$ cat config.mk
export PLATFORM = sky130hd
export DESIGN_NAME = acquisition_trigger_timing
export DESIGN_NICKNAME = d
export VERILOG_FILES = /design/src/logic/acq_timing_pkg.sv /design/src/logic/acquisition_trigger_timing.sv
export SDC_FILE = /design/constraint.sdc
export NUM_CORES = 1
export LEC_CHECK = 0
export BUFFER_PORTS_ARGS = -buffer_cell sky130_fd_sc_hd__buf_4
export CORE_MARGIN = 4
export CORE_UTILIZATION = 25
export DETAILED_ROUTE_END_ITERATION = 10
export GPL_ROUTABILITY_DRIVEN = 0
export SLEW_MARGIN = 40
export SYNTH_ARGS = -nofsm -noshare
export SYNTH_HDL_FRONTEND = slang
export SYNTH_SLANG_ARGS = --single-unit
$ cat constraint.sdc
create_clock -name i_ref_clk -period 4.05 [get_ports i_ref_clk]
set_input_delay 0.2025 -clock i_ref_clk [delete_from_list [all_inputs] [get_ports i_ref_clk]]
set_output_delay 0.2025 -clock i_ref_clk [all_outputs]
set_load 0.02 [all_outputs]
$ cat src/logic/acq_timing_pkg.sv
// constants, register map and types for the acquisition trigger timing block
package acq_timing_pkg;
  localparam int ADDR_W = 8;
  localparam int DATA_W = 16;
  localparam int GP_NUM = 3;

  localparam int CLK_PERIOD_NS = 4;
  localparam int SCAN_LOW_NS = 1000;
  localparam int LATCH_NS = 90;
  localparam logic [15:0] SCAN_LOW_CYC = 16'(SCAN_LOW_NS / CLK_PERIOD_NS);
  localparam int LATCH_CNT_W = 5;
  localparam logic [LATCH_CNT_W-1:0] LATCH_CYC = LATCH_CNT_W'((LATCH_NS + CLK_PERIOD_NS - 1) / CLK_PERIOD_NS);

  localparam logic [ADDR_W-1:0] ADDR_CTRL = 8'h00;
  localparam logic [ADDR_W-1:0] ADDR_STROBE = 8'h01;
  localparam logic [ADDR_W-1:0] ADDR_INTERVAL = 8'h02;
  localparam logic [ADDR_W-1:0] ADDR_COUNT = 8'h03;
  localparam logic [ADDR_W-1:0] ADDR_STATUS = 8'h04;
  localparam logic [ADDR_W-1:0] ADDR_REMAIN = 8'h05;
  localparam logic [ADDR_W-1:0] ADDR_TIMEBASE = 8'h06;
  localparam logic [ADDR_W-1:0] ADDR_DIVIDED_FREQUENCY_OUT = 8'h07;
  localparam logic [ADDR_W-1:0] ADDR_GP_BASE = 8'h10;
  localparam int GP_STRIDE = 4;
  localparam int GP_CFG_OFF = 0;
  localparam int GP_LIMIT_OFF = 1;
  localparam int GP_COUNT_OFF = 2;

  localparam int CTRL_SCAN_EN = 0;
  localparam int CTRL_PACE_EXT = 1;
  localparam int CTRL_PRETRIG = 2;
  localparam int CTRL_ARM = 3;
  localparam int CTRL_ABORT = 4;
  localparam logic [DATA_W-1:0] CTRL_RST = 16'h0002;

  localparam int STAT_ARMED = 0;
  localparam int STAT_RUN = 1;
  localparam int STAT_STOP_SEEN = 2;
  localparam int STAT_DONE = 3;

  localparam int GP_EN = 0;
  localparam int GP_SRC_EXT = 1;
  localparam int GP_FALL = 2;
  localparam int GP_GMODE_LSB = 3;
  localparam int GP_GPOL = 5;
  localparam int GP_TOGGLE = 6;
  localparam int GP_CFG_W = 7;

  localparam logic [DATA_W-1:0] INTERVAL_RST = 16'h0200;
  localparam logic [DATA_W-1:0] COUNT_RST = 16'h0010;
  localparam logic [DATA_W-1:0] DIV_RST = 16'h0000;
  localparam logic [DATA_W-1:0] GP_LIMIT_RST = 16'hffff;

  localparam int TRIG_CONV = 0;
  localparam int TRIG_START = 1;
  localparam int TRIG_STOP = 2;
  localparam logic [2:0] TRIG_IDLE = 3'h3;

  typedef enum logic [1:0] {
    ACQ_IDLE = 2'b00,
    ACQ_ARMED = 2'b01,
    ACQ_RUN = 2'b10
  } acq_state_e;

  typedef enum logic [1:0] {
    GATE_NONE = 2'b00,
    GATE_LEVEL = 2'b01,
    GATE_EDGE = 2'b10
  } gate_mode_e;
endpackage

$ cat src/logic/acquisition_trigger_timing.sv
// acquisition trigger, scan/strobe pulse and general counter timing logic
// Behaviour
// - scan output idles high, low ~1us before conversion under internal pacing, for the external trigger low time otherwise
// - scan pulses only while scanning is enabled
// - strobe register write gives one low latch pulse
// - latch pulse about 90ns, never under 65ns
// - conversion starts on trigger rising edge
// - conversion begins within 100ns of rising edge
// - interval counter drives shared trigger line or floats
// - armed counters start on start input falling edge
// - start input ignored under external conversion pacing
// - first conversion one interval plus synchroniser and launch cycles after start
// - pretrigger: sample counting waits for stop rising edge
// - general counter pulses or toggles at terminal count
// - general counter counts chosen edge, value readable
// - level gating counts only at programmed gate level
// - edge gating starts counting after programmed gate edge
`timescale 1ns/1ns
module acquisition_trigger_timing
  import acq_timing_pkg::*;
(
  input wire logic i_ref_clk,
  input wire logic i_rst_b,
  input wire logic [ADDR_W-1:0] i_addr,
  input wire logic [DATA_W-1:0] i_wdata,
  input wire logic i_wr,
  input wire logic i_rd,
  output logic [DATA_W-1:0] o_rdata,
  input wire logic i_conversion_trigger_n,
  output logic o_conversion_trigger_n,
  output logic o_conversion_trigger_oe,
  input wire logic i_acquisition_start_n,
  input wire logic i_pretrigger_stop,
  output logic o_scan_step_pulse,
  output logic o_user_latch_pulse_n,
  output logic o_convert_start,
  input wire logic [GP_NUM-1:0] i_gp_source,
  input wire logic [GP_NUM-1:0] i_gp_gate,
  output logic [GP_NUM-1:0] o_gp_out,
  output logic o_divided_frequency_out
);

  function automatic logic rose(input logic cur, input logic prev);
    return cur & ~prev;
  endfunction

  function automatic logic fell(input logic cur, input logic prev);
    return ~cur & prev;
  endfunction

  function automatic logic [ADDR_W-1:0] gp_addr(input int n, input int off);
    return ADDR_GP_BASE + ADDR_W'(n * GP_STRIDE + off);
  endfunction

  // trigger synchronisers: meta stage is read only by the sync stage
  logic [2:0] trig_meta;
  logic [2:0] trig_sync;
  logic [2:0] trig_prev;
  wire [2:0] trig_pins = {i_pretrigger_stop, i_acquisition_start_n, i_conversion_trigger_n};

  always_ff @(posedge i_ref_clk)
  begin
    if (!i_rst_b)
    begin
      trig_meta <= TRIG_IDLE;
      trig_sync <= TRIG_IDLE;
      trig_prev <= TRIG_IDLE;
    end
    else
    begin
      trig_meta <= trig_pins;
      trig_sync <= trig_meta;
      trig_prev <= trig_sync;
    end
  end

  // the trigger line is watched whoever drives it, so both pacing modes share one path
  wire conv_rise = rose(trig_sync[TRIG_CONV], trig_prev[TRIG_CONV]);
  wire conv_fall = fell(trig_sync[TRIG_CONV], trig_prev[TRIG_CONV]);
  wire start_fall = fell(trig_sync[TRIG_START], trig_prev[TRIG_START]);
  wire stop_rise = rose(trig_sync[TRIG_STOP], trig_prev[TRIG_STOP]);

  // register decode
  wire wr_ctrl = i_wr && (i_addr == ADDR_CTRL);
  wire wr_strobe = i_wr && (i_addr == ADDR_STROBE);
  wire wr_interval = i_wr && (i_addr == ADDR_INTERVAL);
  wire wr_count = i_wr && (i_addr == ADDR_COUNT);
  wire wr_timebase = i_wr && (i_addr == ADDR_TIMEBASE);
  wire wr_divided_frequency_out = i_wr && (i_addr == ADDR_DIVIDED_FREQUENCY_OUT);
  wire arm_req = wr_ctrl && i_wdata[CTRL_ARM];
  wire abort_req = wr_ctrl && i_wdata[CTRL_ABORT];

  logic scan_en;
  logic pace_ext;
  logic pretrig;
  logic [DATA_W-1:0] interval_reload;
  logic [DATA_W-1:0] count_load;
  logic [DATA_W-1:0] timebase_div;
  logic [DATA_W-1:0] divided_frequency_out_div;

  always_ff @(posedge i_ref_clk)
  begin
    if (!i_rst_b)
    begin
      scan_en <= CTRL_RST[CTRL_SCAN_EN];
      pace_ext <= CTRL_RST[CTRL_PACE_EXT];
      pretrig <= CTRL_RST[CTRL_PRETRIG];
      interval_reload <= INTERVAL_RST;
      count_load <= COUNT_RST;
      timebase_div <= DIV_RST;
      divided_frequency_out_div <= DIV_RST;
    end
    else
    begin
      if (wr_ctrl)
      begin
        scan_en <= i_wdata[CTRL_SCAN_EN];
        pace_ext <= i_wdata[CTRL_PACE_EXT];
        pretrig <= i_wdata[CTRL_PRETRIG];
      end
      if (wr_interval)
        interval_reload <= i_wdata;
      if (wr_count)
        count_load <= i_wdata;
      if (wr_timebase)
        timebase_div <= i_wdata;
      if (wr_divided_frequency_out)
        divided_frequency_out_div <= i_wdata;
    end
  end

  // acquisition sequencing
  acq_state_e state;
  acq_state_e next_state;
  logic [DATA_W-1:0] sample_remain;
  logic [DATA_W-1:0] interval_cnt;
  logic stop_seen;
  logic done;

  wire run = (state == ACQ_RUN);
  wire count_en = run && (!pretrig || stop_seen);
  wire finish = run && (sample_remain == '0);
  wire launch = (state == ACQ_ARMED) && (next_state == ACQ_RUN);
  wire pace_run = run && !pace_ext;
  wire pace_low = pace_run && (interval_cnt <= SCAN_LOW_CYC);

  always_comb
  begin
    next_state = state;
    case (state)
      ACQ_IDLE:
        if (arm_req)
          next_state = ACQ_ARMED;
      ACQ_ARMED:
        if (abort_req)
          next_state = ACQ_IDLE;
        else if (pace_ext || start_fall)
          next_state = ACQ_RUN;
      ACQ_RUN:
        if (abort_req || finish)
          next_state = ACQ_IDLE;
      default:
        next_state = ACQ_IDLE;
    endcase
  end

  always_ff @(posedge i_ref_clk)
  begin
    if (!i_rst_b)
    begin
      state <= ACQ_IDLE;
      sample_remain <= '0;
      stop_seen <= 1'b0;
      done <= 1'b0;
    end
    else
    begin
      state <= next_state;
      if ((state == ACQ_IDLE) && arm_req)
        sample_remain <= count_load;
      else if (conv_rise && count_en && (sample_remain != '0))
        sample_remain <= sample_remain - 16'h0001;
      if ((state == ACQ_IDLE) && arm_req)
        stop_seen <= 1'b0;
      else if (run && stop_rise)
        stop_seen <= 1'b1;
      // a finish in the same cycle as a new arm keeps the flag set
      done <= finish || (done && !arm_req);
    end
  end

  // sample-interval counter: reloads at 1, drives the line low for the last scan window
  always_ff @(posedge i_ref_clk)
  begin
    if (!i_rst_b)
      interval_cnt <= '0;
    else if (launch)
      interval_cnt <= interval_reload;
    else if (pace_run)
      interval_cnt <= (interval_cnt <= 16'h0001) ? interval_reload : interval_cnt - 16'h0001;
  end

  always_ff @(posedge i_ref_clk)
  begin
    if (!i_rst_b)
    begin
      o_conversion_trigger_n <= 1'b1;
      o_conversion_trigger_oe <= 1'b0;
    end
    else
    begin
      o_conversion_trigger_n <= !pace_low;
      // floating under external pacing, so an outside source can own the line
      o_conversion_trigger_oe <= !pace_ext;
    end
  end

  // scan pulse follows the line low time; under internal pacing that is exactly the 1us window
  always_ff @(posedge i_ref_clk)
  begin
    if (!i_rst_b)
    begin
      o_scan_step_pulse <= 1'b1;
      o_convert_start <= 1'b0;
    end
    else
    begin
      o_convert_start <= run && conv_rise;
      if (!scan_en || !run)
        o_scan_step_pulse <= 1'b1;
      else if (conv_fall)
        o_scan_step_pulse <= 1'b0;
      else if (conv_rise)
        o_scan_step_pulse <= 1'b1;
    end
  end

  // user latch strobe
  logic [LATCH_CNT_W-1:0] latch_cnt;

  always_ff @(posedge i_ref_clk)
  begin
    if (!i_rst_b)
    begin
      latch_cnt <= '0;
      o_user_latch_pulse_n <= 1'b1;
    end
    else if (wr_strobe)
    begin
      // a write during a pulse restarts it rather than dropping it
      latch_cnt <= LATCH_CYC - 5'h01;
      o_user_latch_pulse_n <= 1'b0;
    end
    else if (latch_cnt != '0)
      latch_cnt <= latch_cnt - 5'h01;
    else
      o_user_latch_pulse_n <= 1'b1;
  end

  // internal timebase and divided frequency output
  logic [DATA_W-1:0] tb_cnt;
  logic [DATA_W-1:0] divided_frequency_out_cnt;
  wire tb_tick = (tb_cnt == '0);

  always_ff @(posedge i_ref_clk)
  begin
    if (!i_rst_b)
    begin
      tb_cnt <= '0;
      divided_frequency_out_cnt <= '0;
      o_divided_frequency_out <= 1'b0;
    end
    else
    begin
      tb_cnt <= tb_tick ? timebase_div : tb_cnt - 16'h0001;
      divided_frequency_out_cnt <= (divided_frequency_out_cnt == '0) ? divided_frequency_out_div : divided_frequency_out_cnt - 16'h0001;
      if (divided_frequency_out_cnt == '0)
        o_divided_frequency_out <= !o_divided_frequency_out;
    end
  end

  // general-purpose counters
  logic [GP_CFG_W-1:0] gp_cfg [GP_NUM];
  logic [DATA_W-1:0] gp_limit [GP_NUM];
  logic [DATA_W-1:0] gp_count [GP_NUM];
  logic [GP_NUM-1:0] gp_src_prev;
  logic [GP_NUM-1:0] gp_gate_prev;
  logic [GP_NUM-1:0] gp_started;
  logic [GP_NUM-1:0] gp_step;
  logic [GP_NUM-1:0] gp_tc;
  logic [GP_NUM-1:0] gp_gate_edge;

  always_comb
  begin
    gp_step = '0;
    gp_tc = '0;
    gp_gate_edge = '0;
    for (int n = 0; n < GP_NUM; n++)
    begin
      logic ev;
      logic gate_ok;
      ev = 1'b0;
      gate_ok = 1'b0;
      if (gp_cfg[n][GP_SRC_EXT])
        ev = gp_cfg[n][GP_FALL] ? fell(i_gp_source[n], gp_src_prev[n])
                                : rose(i_gp_source[n], gp_src_prev[n]);
      else
        ev = tb_tick;
      gp_gate_edge[n] = gp_cfg[n][GP_GPOL] ? rose(i_gp_gate[n], gp_gate_prev[n])
                                          : fell(i_gp_gate[n], gp_gate_prev[n]);
      case (gate_mode_e'(gp_cfg[n][GP_GMODE_LSB +: 2]))
        GATE_NONE: gate_ok = 1'b1;
        GATE_LEVEL: gate_ok = (i_gp_gate[n] == gp_cfg[n][GP_GPOL]);
        GATE_EDGE: gate_ok = gp_started[n];
        default: gate_ok = 1'b0;
      endcase
      gp_step[n] = gp_cfg[n][GP_EN] && ev && gate_ok;
      gp_tc[n] = gp_step[n] && (gp_count[n] == gp_limit[n]);
    end
  end

  always_ff @(posedge i_ref_clk)
  begin
    if (!i_rst_b)
    begin
      gp_src_prev <= '0;
      gp_gate_prev <= '0;
      gp_started <= '0;
      o_gp_out <= '0;
      for (int n = 0; n < GP_NUM; n++)
      begin
        gp_cfg[n] <= '0;
        gp_limit[n] <= GP_LIMIT_RST;
        gp_count[n] <= '0;
      end
    end
    else
    begin
      gp_src_prev <= i_gp_source;
      gp_gate_prev <= i_gp_gate;
      for (int n = 0; n < GP_NUM; n++)
      begin
        if (i_wr && (i_addr == gp_addr(n, GP_CFG_OFF)))
        begin
          gp_cfg[n] <= i_wdata[GP_CFG_W-1:0];
          gp_started[n] <= 1'b0;
        end
        else if (gp_cfg[n][GP_EN] && gp_gate_edge[n])
          gp_started[n] <= 1'b1;
        if (i_wr && (i_addr == gp_addr(n, GP_LIMIT_OFF)))
          gp_limit[n] <= i_wdata;
        if (i_wr && (i_addr == gp_addr(n, GP_COUNT_OFF)))
          gp_count[n] <= i_wdata;
        else if (gp_step[n])
          gp_count[n] <= gp_tc[n] ? '0 : gp_count[n] + 16'h0001;
        if (gp_cfg[n][GP_TOGGLE])
          o_gp_out[n] <= o_gp_out[n] ^ gp_tc[n];
        else
          o_gp_out[n] <= gp_tc[n];
      end
    end
  end

  // read path: unmapped addresses read zero
  logic [DATA_W-1:0] rd_mux;

  always_comb
  begin
    rd_mux = '0;
    case (i_addr)
      ADDR_CTRL: rd_mux = DATA_W'({pretrig, pace_ext, scan_en});
      ADDR_INTERVAL: rd_mux = interval_reload;
      ADDR_COUNT: rd_mux = count_load;
      ADDR_STATUS: rd_mux = DATA_W'({done, stop_seen, run, state == ACQ_ARMED});
      ADDR_REMAIN: rd_mux = sample_remain;
      ADDR_TIMEBASE: rd_mux = timebase_div;
      ADDR_DIVIDED_FREQUENCY_OUT: rd_mux = divided_frequency_out_div;
      default: rd_mux = '0;
    endcase
    for (int n = 0; n < GP_NUM; n++)
    begin
      if (i_addr == gp_addr(n, GP_CFG_OFF))
        rd_mux = DATA_W'(gp_cfg[n]);
      if (i_addr == gp_addr(n, GP_LIMIT_OFF))
        rd_mux = gp_limit[n];
      if (i_addr == gp_addr(n, GP_COUNT_OFF))
        rd_mux = gp_count[n];
    end
  end

  always_ff @(posedge i_ref_clk)
  begin
    if (!i_rst_b)
      o_rdata <= '0;
    else
      o_rdata <= i_rd ? rd_mux : '0;
  end

endmodule

==> flow_summary.yaml, run 1 <==
status:
  status: "complete, no violations"
timing:
  setup_viol: 0
  max_freq_ghz: 0.347
  clock_skew_ns: 0.0229
  tns_ns: 0
  period_needed_ns: 2.88
  hold_ws_ns: 0.0208
  maxSlewViolCount: 0
  fin_ws_ns: 1.17
  period_share_pct: 71.2
  hold_viol: 0
  rsz0062_at_grt: "false"
  max_slew.worst_pin.slew_ns: 0.797
  relSlewSlack_pct: 46.7
global_routing:
  grt_max_degree: 95
  gr-total-overflow: 0
  grtUsageTotal_pct: 17.2
  grt_pass1_vias: 13700
  antenna_found_initial: 5
  grt_pass1_wl_um: 88100
setup_path:
  cp.arrival_ns: 3.31
  worst-r2r-setup-slack_ns: 1.17
  crit_family: "simple AND/OR/NAND/NOR gates"
  cp_cell_sequence: "inv_1 > ha_1 > nor3b_1 > and4_1 > o211ai_1 > a31oi_1 > nor2_2 > a22o_1"
  crit_required_ns: 4.48
  cp_num_cells: 8
  endpoint_kind: "register"
  cp_max_fo: 16
  crit_path_start_kind: "register"
  crit_type: "reg -> reg"
  crit_buf_inv: 1
  reg2reg_depth: 8
  crit_path_top_delay_cell: "nor2_2"
  worstReg2RegEnd: "gp_count[2][6]$_DFFE_PP_"
  r2r_start: "tb_cnt[0]$_SDFF_PN0_"
  cp_slowest_stage_delay_ns: 0.61
  crit_end: "gp_count[2][6]$_DFFE_PP_"
  startpoint: "tb_cnt[0]$_SDFF_PN0_"
cells_and_area:
  nets: 1829
  nFillCells: 6485
  drive_above_1_share_pct: 11.5
  fin_util_pct: 29.5
  area_growth_syn_to_layout_pct: 16.6
  register_area_mm2: 0.00718
  multi_input_area_mm2: 0.00795
pwr:
  power_uw: 8310
  seqPwrFrac_pct: 43.8
  p_comb_share_pct: 17.3
  clkPwrFrac_pct: 38.9
  max-vdd-ir-drop_mv: 0.255
  power.density_mw_per_mm2: 456
  power.internal_uw: 5860
  p_switching_uw: 2450
  p_sw_share_pct: 29.5
  leakage_uw: 0.00609
yosys:
  synth_top_area_cell: "dfxtp_1"
  synth-compound-area-share_pct: 19.2
  synth_ff_type: "dfxtp_1"
  synthMuxAreaShare_pct: 1.47
  postSynth.asyncResetShare_pct: 0
  synth_nets: 1822
  synth_cell_types: 76
  synth-edff-count: 117
  synth_top_area_share_pct: 23.4
  yosysWarnings: 0
  netlist_top_cells_area: "dfxtp_1 23%, edfxtp_1 22%, a21oi_1 5.4%, nand2_1 5.3%, xnor2_1 4.1%"
  ys_seq_elements: 300
  yosysSeqAreaShare_pct: 45.9
  post-synth-top-count-cell: "nand2_1"
  synth_simple_gate_area_share_pct: 21.6
  synthXorXnorAreaFrac_pct: 6.67
  synthesis.instances: 1770
  synth_top_family_by_area: "simple AND/OR/NAND/NOR gates"
  syn_area_mm2: 0.0156
  syn_area_per_cell_um2: 8.83
  yosys-top-cells-count: "222 x nand2_1, 183 x dfxtp_1, 168 x a21oi_1, 141 x nor2_1, 117 x edfxtp_1"
  yosys.area_share.adder_pct: 1.20
clock_network:
  postCtsResizedCells: 0
  cts_tree: "done"
  clock_latency_ns: 0.56
  postCtsSetupRepairBufs: 0
  cts.clk_slew.worst_paths_ns: 0.06
  clockRootBuffer: "clkbuf_16"
  hold_buffers: 9
  cts.sinks: 300
  clock_path_buffers: 3
  cts-htree-levels: 2
  cts_buffers: 35
drt:
  vias: 14700
  ant_nets: 0
  drtIter0Drc: 2140
  wire_per_inst_um: 22.5
  drt-pass1-iter-count: 6
  drc: 0
  vias_per_cell: 5.57
  wl_um: 59500
floorplan:
  pin_count: 62
  initial_core_util_pct: 25.3
  dieWidth_um: 258
  fp-row-count: 91
  die_area_mm2: 0.0666
  fp.dieH_um: 258
  core_mm2: 0.0618
hold_path:
  min_path_type: "in -> reg"
  hold_start: "i_wdata[3]"
run:
  max-cap-violations: 0
placement:
  numPortBuffers: 61
  dp_slack_ns: 1.08
  place_hpwl_um: 42400
==> routing by layer <==
metal	GRT usage, %	share of wire (%)	vias up
met1	23.8	41	7012
met4	7.57	5.2	4
met2	25.2	42	1007
met3	4.41	12	217
met5	0	0.057	-
li1	-	-	6486
==> per-stage QoR <==
step	std cells	cell area (um2)
6_report	2643	18200
5_1_grt	2642	18200
4_1_cts	2640	18200
3_5_place_dp	2568	16900
3_3_place_gp	2567	16900
2_1_floorplan	1770	15600
==> power by group through the flow <==
stage / registers (uW) / logic (uW) / clock network [uW]
after global placement: 3680 / 1370 / 0
final: 3640 / 1440 / 3230
after CTS: 3630 / 1420 / 3290
after detailed placement: 3690 / 1410 / 0
after floorplan: 3590 / 1070 / 0
after global routing: 3670 / 1600 / 3420
==> cells in the final DEF, fill, tap and decap left out, types with 18 or more instances in the layout <==
| master | instances |
|---|---|
| a22oi_1 | 21 |
| and2_1 | 23 |
| or3_1 | 25 |
| nand3_1 | 49 |
| edfxtp_1 | 117 |
| a21oi_1 | 168 |
| a22o_1 | 19 |
| a31oi_1 | 19 |
| or2_2 | 21 |
| nand2_1 | 222 |
| nor4_1 | 23 |
| inv_1 | 29 |
| o22ai_1 | 23 |
| a211oi_1 | 32 |
| and3_1 | 18 |
| buf_4 | 87 |
| nor2_1 | 136 |
| xnor2_1 | 73 |
| xor2_1 | 46 |
| nor3_1 | 60 |
| dfxtp_1 | 183 |
| o21ai_0 | 55 |
| nand4_1 | 33 |
| clkbuf_16 | 36 |
==> flip-flops by register name, indices dropped and copies added, names as in the netlist, 2 cells and up <==
signal,count
trig_meta,3
trig_sync,3
gp_limit,48
interval_reload,16
state,2
divided_frequency_out_cnt,16
count_load,16
o_rdata,16
o_gp_out,3
gp_cfg,21
latch_cnt,5
divided_frequency_out_div,16
gp_src_prev,3
gp_gate_prev,3
sample_remain,16
gp_started,3
gp_count,48
timebase_div,16
trig_prev,3
tb_cnt,16
interval_cnt,16
==> kinds of logic after synthesis <==
| kind of cell | after synthesis |
|---|---|
| compound gates | 463 |
| xor+xnor | 119 |
| buf+inv | 159 |
| mux | 22 |
| fa+ha+maj | 15 |
| simple gates | 692 |
| flops | 300 |
==> tightest hold or removal path, cell delays in order <==
cell and delay [ns]:
buf_4 0.19, nand2_1 0.08, a21oi_1 0.05
==> final cells by class <==
class | count | share of cell area (%)
clock inverters | 14 | 0.796
inverters | 31 | 0.652
diodes | 3 | 0.0412
clock buffers | 49 | 5.60
multi-input cells | 1311 | 43.6
flip-flops and latches | 300 | 39.4
well taps | 837 | 5.75
repair buffers | 98 | 4.17
==> worst min path at each step <==
stage | endpoint | cells past startpoint
3_5_place_dp | trig_meta[1]$_SDFF_PN1_ | 2
2_1_floorplan | trig_meta[0]$_SDFF_PN1_ | 1
5_1_grt | timebase_div[7]$_SDFFE_PN0P_ | 3
4_1_cts | timebase_div[4]$_SDFFE_PN0P_ | 3
3_3_place_gp | trig_sync[0]$_SDFF_PN1_ | 1
6_report | count_load[3]$_SDFFE_PN0P_ | 3
Note: power is estimated with default switching activity, not from simulation.
==> run 2: changes to the inputs <==
==> constraint.sdc (replaced) <==
create_clock -name i_ref_clk -period 2.4 [get_ports i_ref_clk]
set_input_delay 0.12 -clock i_ref_clk [delete_from_list [all_inputs] [get_ports i_ref_clk]]
set_output_delay 0.12 -clock i_ref_clk [all_outputs]
set_load 0.02 [all_outputs]
==> run 2 against run 1 <==
  * Utilization is 2.0 points higher
  * Critical path depth stayed put
  * Sequential cell count stayed put
  * Register-to-register slack worse by 1.1 ns
  * Via count is 1.6% higher
  * Non-clock buffer count is 137 higher
  * Critical path type unchanged
==> flow_summary.yaml, run 2 (synthesis results as in run 1) <==
drt:
  drc: 0
  wl_um: 60400
  ant_nets: 0
  vias_per_cell: 5.38
  drt-pass1-iter-count: 6
  wire_per_inst_um: 21.7
  drtIter0Drc: 1838
  vias: 15000
timing:
  clock_skew_ns: 0.0225
  setup_viol: 0
  max_freq_ghz: 0.420
  period_share_pct: 99.2
  relSlewSlack_pct: 54.7
  max_slew.worst_pin.slew_ns: 0.672
  hold_viol: 0
  fin_ws_ns: 0.0196
  period_needed_ns: 2.38
  maxSlewViolCount: 0
floorplan:
  core_mm2: 0.0618
  fp-row-count: 91
  fp.dieH_um: 258
  die_area_mm2: 0.0666
  pin_count: 62
  dieWidth_um: 258
  initial_core_util_pct: 25.3
setup_path:
  crit_path_start_kind: "register"
  crit_buf_inv: 2
  crit_type: "reg -> reg"
  cp_num_cells: 8
  crit_path_top_delay_cell: "a211oi_1"
  startpoint: "gp_cfg[0][3]$_DFFE_PP_"
  r2r_start: "gp_cfg[0][3]$_DFFE_PP_"
  cp_cell_sequence: "and2_1 > a211oi_1 > o2111ai_4 > buf_12 > buf_4 > nor3_1 > a21oi_1 > nor2_1"
  cp.arrival_ns: 2.79
  crit_required_ns: 2.81
  endpoint_kind: "register"
  cp_slowest_stage_delay_ns: 0.51
  crit_family: "compound AO/OA/AOI/OAI gates"
  worst-r2r-setup-slack_ns: 0.02
  reg2reg_depth: 8
  cp_max_fo: 13
  worstReg2RegEnd: "gp_count[0][6]$_SDFFCE_PP0P_"
  crit_end: "gp_count[0][6]$_SDFFCE_PP0P_"
clock_network:
  clock_latency_ns: 0.55
  clock_path_buffers: 3
  cts_buffers: 35
  cts-htree-levels: 2
  clockRootBuffer: "clkbuf_16"
  cts.clk_slew.worst_paths_ns: 0.06
  cts_tree: "done"
  cts.sinks: 300
placement:
  place_hpwl_um: 43900
  place_area_mm2: 0.0179
  dp_slack_ns: -0.154
  numPortBuffers: 61
run:
  max-cap-violations: 0
global_routing:
  grt_max_degree: 129
  grt_pass1_wl_um: 88800
  gr-total-overflow: 0
  antenna_found_initial: 3
  grt_pass1_vias: 14200
  grtUsageTotal_pct: 17.3
pwr:
  power.density_mw_per_mm2: 741
  leakage_uw: 0.00683
  max-vdd-ir-drop_mv: 0.435
cells_and_area:
  final_cell_mix: "222 x nand2_1, 195 x buf_4, 183 x dfxtp_1"
  top_regs: "gp_count x48, gp_limit x48, gp_cfg x21"
  nFillCells: 6313
  final_area_mm2: 0.0195
  final_common_cell: "nand2_1"
  drive_above_1_share_pct: 16.7
  diodes: 0
  nets: 1967
  area_growth_syn_to_layout_pct: 24.7
hold_path:
  min_path_type: "in -> reg"
  whs_path_depth: 2
status:
  status: "complete, no violations"
==> run 2: cell count changes in the layout (fill, tap and decap cells not counted), moves of 5 or more <==
cell / previous run / this run
buf_4: 87 / 195
dlygate4sd3_1: 9 / 28
buf_12: 0 / 11
nor2_2: 7 / 1
nor2_1: 136 / 141
==> run 2: what timing repair did <==
item	CTS	global route
hold buffers	28	0
pin swaps	0	5
endpoints found under the setup margin	44	48
resized for setup	4	12
setup buffers	0	4
cloned	0	2
hold endpoints to repair	69	0
==> run 2: stage by stage <==
step | setup TNS [ns] | hold slack (ns) | cells | utilization (%) | power [uW]
3_3_place_gp | -11.91 | 0.324 | 2681 | 28.9 | 8760
3_5_place_dp | -3.55 | 0.315 | 2681 | 28.9 | 8850
5_1_grt | -0.00658 | 0.0240 | 2778 | 31.5 | 15100
4_1_cts | 0 | 0.00241 | 2772 | 31.3 | 14400
6_report | 0 | 0.0402 | 2778 | 31.5 | 14400
2_1_floorplan | -9.99 | 0.221 | 1770 | - | 7880
==> run 2: area by class of cell <==
type	count	area, um2	area share (%)
repair buffers	235	1990	10.2
well taps	837	1050	5.38
inverters	31	119	0.610
multi-input cells	1312	7980	40.9
clock inverters	13	128	0.655
clock buffers	50	1050	5.38
flip-flops and latches	300	7180	36.8
==> run 2: how the worst min path moves through the flow <==
| stage | start | to | slack [ns] |
|---|---|---|---|
| 6_report | i_rst_b | gp_src_prev[0]$_SDFF_PN0_ | 0.04 |
| 5_1_grt | i_rst_b | gp_src_prev[0]$_SDFF_PN0_ | 0.02 |
| 4_1_cts | i_rst_b | gp_src_prev[0]$_SDFF_PN0_ | 0.002 |
| 3_5_place_dp | i_acquisition_start_n | trig_meta[1]$_SDFF_PN1_ | 0.32 |
| 3_3_place_gp | i_conversion_trigger_n | trig_meta[0]$_SDFF_PN1_ | 0.32 |
| 2_1_floorplan | i_conversion_trigger_n | trig_meta[0]$_SDFF_PN1_ | 0.22 |
==> run 2: power breakdown <==
group	switching, uW	internal, uW
sequential	431	5690
combinational	1560	1270
clock	2230	3270
==> run 2: worst register-to-register path, stage by stage, from the launching register on <==
cell and delay, ns:
edfxtp_1 0.47, and2_1 0.20, a211oi_1 0.51, o2111ai_4 0.27, buf_12 0.22, buf_4 0.16
nor3_1 0.23, a21oi_1 0.09, nor2_1 0.10
==> run 2: routing by layer <==
metal	global-route usage [%]	vias to the layer above	share of wire [%]
li1	-	6751	-
met1	23.7	7136	42
met2	25.8	899	43
met3	4.15	169	11
met4	7.57	4	4.5
met5	0	-	0.038
